### src/inc/mgmt_consts.vh
// Constants for the module management and status block.
`ifndef MGMT_CONSTS_VH
`define MGMT_CONSTS_VH

`define CLK_MHZ         100
`define T_INIT_MS       2000
`define T_RST_INIT_US   2
`define T_LOW_POWER_PIN_US     100
`define T_INT_ASSERT_MS 200
`define T_INT_CLEAR_US  500
`define T_MASK_MS       100
`define T_SELECT_US     100
`define T_PDOWN_MS      100
`define T_PDOWN_OFF_MS  300
`define INIT_CYC        (`T_INIT_MS * 1000 * `CLK_MHZ)
`define RST_CYC         (`T_RST_INIT_US * `CLK_MHZ)

`define DEV_ADDR        7'h50
`define ADDR_ID         8'h00
`define ADDR_STATUS     8'h02
`define ADDR_LOS_FLAG   8'h03
`define ADDR_TXF_FLAG   8'h04
`define ADDR_OTH_FLAG   8'h05
`define ADDR_CONTROL    8'h5d
`define ADDR_MASK_LO    8'h64
`define ADDR_MASK_HI    8'h6a
`define ADDR_PAGE_SEL   8'h7f
`define PAGE_USER       8'h02
`define NOT_READY_BIT   0
`define PDOWN_BIT       0
`define MASK_LOS_IDX    3'h0
`define MASK_TXF_IDX    3'h1
`define MASK_OTH_IDX    3'h2
`define RST_VAL_MASK    8'h00
`define RST_VAL_CTRL    8'h00
`define RST_VAL_PAGE    8'h00

`endif

### src/rtl/user_mem.v
// Small synchronous byte memory holding the user page.
`timescale 1ns/1ps
module user_mem #(
    parameter AW = 7,
    parameter DW = 8
) (
    // Clock.
    input  wire          clk_i,
    // Write side.
    input  wire          wr_en_i,
    input  wire [AW-1:0] wr_addr_i,
    input  wire [DW-1:0] wr_data_i,
    // Read side.
    input  wire [AW-1:0] rd_addr_i,
    output reg  [DW-1:0] rd_data_o
);
    reg [DW-1:0] mem_q [0:(1<<AW)-1];

    always @(posedge clk_i)
    begin
        if (wr_en_i)
        begin
            mem_q[wr_addr_i] <= wr_data_i;
        end
        rd_data_o <= mem_q[rd_addr_i];
    end
endmodule // user_mem

### src/rtl/module_mgmt_status_timing.v
// Module side management: init, reset filter, select, low power and interrupt.
`timescale 1ns/1ps
`include "mgmt_consts.vh"
module module_mgmt_status_timing #(
    parameter       INIT_CYCLES = `INIT_CYC,
    parameter       CNT_W       = 28,
    parameter [7:0] ID_CODE     = 8'h00 // Arbitrary identity value.
) (
    // Clock and reset.
    input  wire       CLK_I,
    input  wire       RST_B_I,
    // Two-wire management bus.
    input  wire       SCL_I,
    input  wire       SDA_I,
    output wire       SDA_O,
    output reg        SDA_OE_O,
    // Host control pins.
    input  wire       MODULE_SELECT_N_I,
    input  wire       MODULE_RST_IN_N_I,
    input  wire       LOW_POWER_PIN_I,
    // Flag conditions.
    input  wire [3:0] RX_LOS_I,
    input  wire [3:0] TX_FAULT_I,
    input  wire [7:0] OTHER_COND_I,
    // Status outputs.
    output reg        INTERRUPT_OUT_N_O,
    output reg        LOW_POWER_O,
    output reg        DATA_NOT_READY_O
);
    localparam [2:0] ST_IDLE  = 3'h0;
    localparam [2:0] ST_ADDR  = 3'h1;
    localparam [2:0] ST_AACK  = 3'h2;
    localparam [2:0] ST_WDATA = 3'h3;
    localparam [2:0] ST_WACK  = 3'h4;
    localparam [2:0] ST_RDATA = 3'h5;
    localparam [2:0] ST_RACK  = 3'h6;
    localparam integer     RST_LIM_I   = `RST_CYC;
    localparam integer     INIT_LAST_I = INIT_CYCLES - 1;
    localparam [8:0]       RST_LIM     = RST_LIM_I[8:0];
    localparam [CNT_W-1:0] INIT_LAST   = INIT_LAST_I[CNT_W-1:0];

    // Pin synchronisers.
    reg  [20:0]      sync1_q;
    reg  [20:0]      sync2_q;
    reg              scl_prev_q;
    reg              sda_prev_q;
    reg  [15:0]      cond_prev_q;
    // Reset filter and init.
    reg  [8:0]       rst_cnt_q;
    reg              mod_rst_q;
    reg  [CNT_W-1:0] init_cnt_q;
    reg              init_flag_q;
    // Flags, masks and control.
    reg  [3:0]       los_flag_q;
    reg  [3:0]       txf_flag_q;
    reg  [7:0]       oth_flag_q;
    reg  [7:0]       mask_q [0:6];
    reg  [7:0]       ctrl_q;
    reg  [7:0]       page_q;
    // Serial slave.
    reg  [2:0]       state_q;
    reg  [3:0]       bit_cnt_q;
    reg  [7:0]       shift_q;
    reg              rw_q;
    reg              first_q;
    reg  [7:0]       addr_q;
    reg  [7:0]       rd_byte;
    wire [7:0]       mem_rdata;
    integer          i;

    wire        scl       = sync2_q[0];
    wire        sda       = sync2_q[1];
    wire        sel_n     = sync2_q[2];
    wire        rst_pin_n = sync2_q[3];
    wire        lp_pin    = sync2_q[4];
    wire [15:0] cond      = sync2_q[20:5];
    wire [15:0] cond_rise = cond & ~cond_prev_q;
    wire        scl_rise  = scl & ~scl_prev_q;
    wire        scl_fall  = ~scl & scl_prev_q;
    wire        start_c   = scl & scl_prev_q & ~sda & sda_prev_q;
    wire        stop_c    = scl & scl_prev_q & sda & ~sda_prev_q;
    wire [7:0]  mask_off  = addr_q - `ADDR_MASK_LO;
    wire        in_mask   = (addr_q >= `ADDR_MASK_LO) && (addr_q <= `ADDR_MASK_HI);
    // Bus answers only while selected and out of module reset.
    wire        bus_on    = ~sel_n & ~mod_rst_q;
    wire        rd_load   = bus_on & scl_fall
                            & (((state_q == ST_AACK) & rw_q) | (state_q == ST_RACK));
    wire        wr_commit = bus_on & scl_fall & (state_q == ST_WDATA)
                            & (bit_cnt_q == 4'h8) & ~first_q;
    wire [7:0]  los_clr   = (rd_load && addr_q == `ADDR_LOS_FLAG) ? {4'h0, los_flag_q} : 8'h00;
    wire [7:0]  txf_clr   = (rd_load && addr_q == `ADDR_TXF_FLAG) ? {4'h0, txf_flag_q} : 8'h00;
    wire [7:0]  oth_clr   = (rd_load && addr_q == `ADDR_OTH_FLAG) ? oth_flag_q : 8'h00;
    wire        stat_clr  = rd_load && (addr_q == `ADDR_STATUS);
    assign SDA_O = 1'b0;

    // Pins enter through two flip-flops.
    always @(posedge CLK_I or negedge RST_B_I)
    begin
        if (!RST_B_I)
        begin
            sync1_q     <= 21'h00000f;
            sync2_q     <= 21'h00000f;
            scl_prev_q  <= 1'b1;
            sda_prev_q  <= 1'b1;
            cond_prev_q <= 16'h0000;
        end
        else
        begin
            sync1_q     <= {OTHER_COND_I, TX_FAULT_I, RX_LOS_I, LOW_POWER_PIN_I,
                            MODULE_RST_IN_N_I, MODULE_SELECT_N_I, SDA_I, SCL_I};
            sync2_q     <= sync1_q;
            scl_prev_q  <= scl;
            sda_prev_q  <= sda;
            cond_prev_q <= cond;
        end
    end

    // Reset filter, init timer and flag registers.
    always @(posedge CLK_I or negedge RST_B_I)
    begin
        if (!RST_B_I)
        begin
            rst_cnt_q        <= 9'h000;
            mod_rst_q        <= 1'b0;
            init_cnt_q       <= {CNT_W{1'b0}};
            DATA_NOT_READY_O <= 1'b1;
            init_flag_q      <= 1'b0;
            los_flag_q       <= 4'h0;
            txf_flag_q       <= 4'h0;
            oth_flag_q       <= 8'h00;
        end
        else
        begin
            if (rst_pin_n)
            begin
                rst_cnt_q <= 9'h000;
                mod_rst_q <= 1'b0;
            end
            else if (rst_cnt_q > RST_LIM)
                mod_rst_q <= 1'b1;
            else
                rst_cnt_q <= rst_cnt_q + 9'h001;
            if (mod_rst_q)
            begin
                init_cnt_q       <= {CNT_W{1'b0}};
                DATA_NOT_READY_O <= 1'b1;
                init_flag_q      <= 1'b0;
                los_flag_q       <= 4'h0;
                txf_flag_q       <= 4'h0;
                oth_flag_q       <= 8'h00;
            end
            else
            begin
                if (DATA_NOT_READY_O)
                    init_cnt_q <= init_cnt_q + {{(CNT_W-1){1'b0}}, 1'b1};
                if (DATA_NOT_READY_O && init_cnt_q == INIT_LAST)
                begin
                    DATA_NOT_READY_O <= 1'b0;
                    init_flag_q      <= 1'b1;
                end
                else if (stat_clr)
                    init_flag_q <= 1'b0;
                // Clear on read; a new event wins.
                los_flag_q <= (los_flag_q & ~los_clr[3:0]) | cond_rise[3:0];
                txf_flag_q <= (txf_flag_q & ~txf_clr[3:0]) | cond_rise[7:4];
                oth_flag_q <= (oth_flag_q & ~oth_clr) | cond_rise[15:8];
            end
        end
    end

    // Outputs derived from flags, masks and power control.
    always @(posedge CLK_I or negedge RST_B_I)
    begin
        if (!RST_B_I)
        begin
            INTERRUPT_OUT_N_O <= 1'b1;
            LOW_POWER_O       <= 1'b0;
        end
        else
        begin
            INTERRUPT_OUT_N_O <= ~(init_flag_q
                                   | (|(los_flag_q & ~mask_q[`MASK_LOS_IDX][3:0]))
                                   | (|(txf_flag_q & ~mask_q[`MASK_TXF_IDX][3:0]))
                                   | (|(oth_flag_q & ~mask_q[`MASK_OTH_IDX])));
            LOW_POWER_O <= lp_pin | ctrl_q[`PDOWN_BIT];
        end
    end

    // Read data selection by byte address.
    always @*
    begin
        rd_byte = 8'h00;
        if (addr_q[7])
        begin
            if (page_q == `PAGE_USER)
                rd_byte = mem_rdata;
        end
        else if (in_mask)
            rd_byte = mask_q[mask_off[2:0]];
        else
            case (addr_q)
                `ADDR_ID:       rd_byte = ID_CODE;
                `ADDR_STATUS:   rd_byte = {7'h00, DATA_NOT_READY_O};
                `ADDR_LOS_FLAG: rd_byte = {4'h0, los_flag_q};
                `ADDR_TXF_FLAG: rd_byte = {4'h0, txf_flag_q};
                `ADDR_OTH_FLAG: rd_byte = oth_flag_q;
                `ADDR_CONTROL:  rd_byte = ctrl_q;
                `ADDR_PAGE_SEL: rd_byte = page_q;
                default:        rd_byte = 8'h00;
            endcase
    end

    // Control registers written over the serial bus.
    always @(posedge CLK_I or negedge RST_B_I)
    begin
        if (!RST_B_I)
        begin
            ctrl_q <= `RST_VAL_CTRL;
            page_q <= `RST_VAL_PAGE;
            for (i = 0; i < 7; i = i + 1)
                mask_q[i] <= `RST_VAL_MASK;
        end
        else if (mod_rst_q)
        begin
            ctrl_q <= `RST_VAL_CTRL;
            page_q <= `RST_VAL_PAGE;
            for (i = 0; i < 7; i = i + 1)
                mask_q[i] <= `RST_VAL_MASK;
        end
        else if (wr_commit)
        begin
            if (in_mask)
                mask_q[mask_off[2:0]] <= shift_q;
            if (addr_q == `ADDR_CONTROL)
                ctrl_q <= shift_q;
            if (addr_q == `ADDR_PAGE_SEL)
                page_q <= shift_q;
        end
    end

    // Two-wire serial slave.
    always @(posedge CLK_I or negedge RST_B_I)
    begin
        if (!RST_B_I)
        begin
            state_q   <= ST_IDLE;
            bit_cnt_q <= 4'h0;
            shift_q   <= 8'h00;
            rw_q      <= 1'b0;
            first_q   <= 1'b0;
            addr_q    <= 8'h00;
            SDA_OE_O  <= 1'b0;
        end
        else if (!bus_on || stop_c)
        begin
            state_q  <= ST_IDLE;
            SDA_OE_O <= 1'b0;
        end
        else if (start_c)
        begin
            state_q   <= ST_ADDR;
            bit_cnt_q <= 4'h0;
            SDA_OE_O  <= 1'b0;
        end
        else
        begin
            case (state_q)
                ST_ADDR, ST_WDATA:
                begin
                    if (scl_rise && bit_cnt_q != 4'h8)
                    begin
                        shift_q   <= {shift_q[6:0], sda};
                        bit_cnt_q <= bit_cnt_q + 4'h1;
                    end
                    else if (scl_fall && bit_cnt_q == 4'h8)
                    begin
                        if (state_q == ST_WDATA)
                        begin
                            SDA_OE_O <= 1'b1;
                            state_q  <= ST_WACK;
                            first_q  <= 1'b0;
                            addr_q   <= first_q ? shift_q : addr_q + 8'h01;
                        end
                        else if (shift_q[7:1] == `DEV_ADDR)
                        begin
                            SDA_OE_O <= 1'b1;
                            rw_q     <= shift_q[0];
                            state_q  <= ST_AACK;
                        end
                        else
                            state_q <= ST_IDLE;
                    end
                end
                ST_AACK, ST_RACK:
                begin
                    if (rd_load)
                    begin
                        shift_q   <= rd_byte;
                        SDA_OE_O  <= ~rd_byte[7];
                        bit_cnt_q <= 4'h0;
                        addr_q    <= addr_q + 8'h01;
                        state_q   <= ST_RDATA;
                    end
                    else if (scl_fall)
                    begin
                        SDA_OE_O  <= 1'b0;
                        bit_cnt_q <= 4'h0;
                        first_q   <= 1'b1;
                        state_q   <= ST_WDATA;
                    end
                    else if (scl_rise && state_q == ST_RACK && sda)
                        state_q <= ST_IDLE;
                end
                ST_WACK:
                begin
                    if (scl_fall)
                    begin
                        SDA_OE_O  <= 1'b0;
                        bit_cnt_q <= 4'h0;
                        state_q   <= ST_WDATA;
                    end
                end
                ST_RDATA:
                begin
                    if (scl_fall)
                    begin
                        if (bit_cnt_q == 4'h7)
                        begin
                            SDA_OE_O <= 1'b0;
                            state_q  <= ST_RACK;
                        end
                        else
                        begin
                            bit_cnt_q <= bit_cnt_q + 4'h1;
                            shift_q   <= {shift_q[6:0], 1'b0};
                            SDA_OE_O  <= ~shift_q[6];
                        end
                    end
                end
                default:
                    SDA_OE_O <= 1'b0;
            endcase
        end
    end

    user_mem #(.AW (7), .DW (8)) user_mem_inst (
        .clk_i     (CLK_I),
        .wr_en_i   (wr_commit & addr_q[7] & (page_q == `PAGE_USER)),
        .wr_addr_i (addr_q[6:0]),
        .wr_data_i (shift_q),
        .rd_addr_i (addr_q[6:0]),
        .rd_data_o (mem_rdata)
    );
endmodule // module_mgmt_status_timing

### config.mk
export PLATFORM = sky130hd
export DESIGN_NAME = module_mgmt_status_timing
export DESIGN_NICKNAME = d
export VERILOG_FILES = /design/src/rtl/user_mem.v /design/src/rtl/module_mgmt_status_timing.v
export VERILOG_INCLUDE_DIRS = /design/src /design/src/inc
export SDC_FILE = /design/constraint.sdc
export NUM_CORES = 1
export LEC_CHECK = 0
export BUFFER_PORTS_ARGS = -buffer_cell sky130_fd_sc_hd__buf_2
export CELL_PAD_IN_SITES_DETAIL_PLACEMENT = 0
export CELL_PAD_IN_SITES_GLOBAL_PLACEMENT = 1
export CORE_MARGIN = 1.5
export CORE_UTILIZATION = 45
export DETAILED_ROUTE_END_ITERATION = 12
export PLACE_DENSITY = 0.73
export SYNTH_ARGS = -nofsm -noshare
export SYNTH_HDL_FRONTEND = slang
export SYNTH_SLANG_ARGS = --single-unit
### constraint.sdc
create_clock -name CLK_I -period 3.6 [get_ports CLK_I]
set_clock_uncertainty 0.15 [all_clocks]
set_input_delay 0.72 -clock CLK_I [delete_from_list [all_inputs] [get_ports CLK_I]]
set_output_delay 0.72 -clock CLK_I [all_outputs]
set_load 0.01 [all_outputs]
==> metrics.cfg <==
[synth]
ys.flop_type = edfxtp_1
synthArstFlopShare_pct = 17.31
netlist_area_um2 = 50320
syn_nets = 3279
synth.distinct_cells = 91
synth_edf_count = 1024
synth-seq-area-share_pct = 72.20
synthTopCellsByCount = edfxtp_1 (1,024), nor2_1 (288), dfrtp_1 (204)
yosys_register_bits = 1248
synth_top_area_share_pct = 61.11
yosys_warnings = 0
yosysMostFrequentCell = edfxtp_1
syn_inst = 3247
yosysTopAreaCell = edfxtp_1
synth.avg_cell_area_um2 = 15.50
synth_area_leaders = edfxtp_1 (61%), dfrtp_1 (10%), mux4_2 (3.9%), mux2i_1 (2.8%), nor2_1 (2.1%)

[placed_design]
dp_slack_ns = 0.1464
numPortBuffers = 26
gp_congestion = 0.9295
hpwl_um = 96600

[clock_tree]
cts_root_buffer = clkbuf_16
h-tree-depth = 4
clk_pin_slew_ns = 0.06
worstSkewPairLatency_ns = 0.76
clock_path_buffers = 3
clkSinkCount = 1248
cts_tree = yes
numCtsBuffers = 133

[sta]
hold_viol = 0
period_share_pct = 98.77
worst_pin_slew_ns = 1.311
period_needed_ns = 3.556
totalNegativeSetupSlack_ns = 0
layout_setup_ws_ns = 0.04439
timing.hold.ws_ns = 0.1907
slew_headroom_pct = 12.63
rsz0062_at_grt = false
slew_viol_final = 0
finalSetupViolations = 0
fmax_mhz = 281.2

[worst_setup_path]
worst_ep_required_time_ns = 4.03
start_kind = register
crit_chain = buf_12, or2_2, buf_4, o21ai_0, a21oi_1, a221oi_1, nor4_1, o2111ai_1
critical_path_arrival_ns = 3.98
worstSetupPathType = register to register
crit_path_max_fanout = 32
rrSetupSlack_ns = 0.04
critPathSlowestCell = dfrtp_4
endpoint_kind = register
worst_path_largest_cell_delay_ns = 0.79

[worst_hold_path]
hp-class = register to register

[floorplan]
die_x_um = 337.4
io_pins = 28
fp.dieH_um = 337.4
fp.coreArea_um2 = 110800
die_area_um2 = 113800
rows = 122
start_util_pct = 45.40

[power]
p_comb_share_pct = 4.1
netSwitchingFraction_pct = 22.82
p_per_area_nw_per_um2 = 547.5
switching_power_mw = 7.337
power.leakage_nw = 20.10
irDropWorstVdd_mv = 0.5226
power_mw = 32.15
p_int_mw = 24.82
clkPwrFrac_pct = 42.4
pwr-share-seq_pct = 53.5

[layout]
syn2layout_area_growth_pct = 16.72
utilization_pct = 53.00
final_nets = 3587
drive_above_1_share_pct = 21.57

[global_route]
grt_pass1_wl_um = 217600
grt_pass1_vias = 30360
grt_max_degree = 108
grt_overflow = 0
grt_usage_pct = 26.58
antenna_found_initial = 4

[routing]
drc = 0
dr.pass1.iters = 7
detail_route.iter0.violations = 4275
totalWireLength_um = 150600
vias = 31600
antenna_left = 0
post_drt_wl_per_cell_um = 29.24
via_per_inst = 6.135

[flow_run]
drv_cap = 0

[run_status]
status = completed

[through the flow]
| stage | instances | instance area (µm²) |
|---|---|---|
| global placement | 4886 | 54170 |
| finish | 5151 | 58730 |
| CTS | 5150 | 58730 |
| floorplan | 3247 | 50320 |
| global route | 5150 | 58730 |
| detailed placement | 4886 | 54170 |
[timing repair]
item,CTS,global route
hold buffers,22,0
setup buffers,0,0
hold endpoints to repair,90,0
resized for setup,0,1
endpoints found under the setup margin,0,1
[power by group through the flow]
stage	Combinational [mW]	Clock (mW)	Sequential (mW)
final	1.32	13.6	17.2
after global routing	1.41	14.3	17.2
after CTS	1.33	13.8	17.2
after detailed placement	1.32	0	17.5
after global placement	1.27	0	17.5
after floorplan	0.196	0	17.7
[state kept, by name, summed over array words and instances (netlist names), 3 cells and up]
signal and cells:
rst_cnt_q 9, cond_prev_q 16, ctrl_q 8, sync1_q 21
oth_flag_q 8, addr_q 8, los_flag_q 4, page_q 8
mask_q 56, state_q 3, bit_cnt_q 4, user_mem_inst.rd_data_o 8
init_cnt_q 28, txf_flag_q 4, shift_q 8, sync2_q 21
user_mem_inst.mem_q 1024
[final cells by class]
cell class | instances | area (µm²)
clock buffers | 164 | 3568
repair buffers | 388 | 3201
well taps | 1488 | 1862
clock inverters | 78 | 773.2
flip-flops and latches | 1248 | 36370
multi-input cells | 1745 | 12800
diodes | 1 | 2.502
fillers | 9047 | 52090
inverters | 39 | 148.9
[worst max-delay path: cells and delay by family, from the launching register on]
family | cells | cell delay, ns
AOI/OAI and AO/OA | 4 | 0.67
and+or+nand+nor | 2 | 1.08
buffers and inverters | 2 | 0.63
DFF | 1 | 0.79
[cells by family (layout without fill, tap and decap cells)]
logic type,Yosys count,count (layout),synth area share (%)
buf+inv,254,669,2.477
simple gates,700,700,6.413
xor+xnor,31,31,0.5396
fa+ha+maj,9,9,0.2238
mux,302,302,8.464
compound gates,702,702,9.675
other cells,1,2,0.007453
flops,1248,1248,72.20
[final timing paths]
check,from,cells after the start,endpoint
worst min-delay path,sync1_q[13],0,sync2_q[13]
min in group asynchronous,RST_B_I,2,init_cnt_q[13]
worst min register to register,sync1_q[13],0,sync2_q[13]
worst max-delay path,addr_q[0],8,user_mem_inst.rd_data_o[5]
max in group asynchronous,RST_B_I,3,mask_q[0]
worst max register to register,addr_q[0],8,user_mem_inst.rd_data_o[5]
[cells in the final DEF, fill, tap and decap left out, drive strengths merged, types with 49 or more instances in the layout]
| master | n |
|---|---|
| mux4 | 91 |
| dfrtp | 204 |
| a22oi | 80 |
| edfxtp | 1024 |
| clkinv | 61 |
| buf | 366 |
| a221oi | 108 |
| a21oi | 147 |
| nand2 | 202 |
| mux2i | 142 |
| o21ai | 122 |
| nor2 | 292 |
| clkbuf | 164 |
| mux2 | 69 |
| o22ai | 49 |
[layer usage]
metal	track usage [%]	routed length, µm	share of wire [%]
met1	36.97	60450	40
met2	40.56	68820	46
met3	6.493	15290	10
met4	10.09	6035	4.0
met5	0	34	0.023
Power figures use the tool's default switching activity.
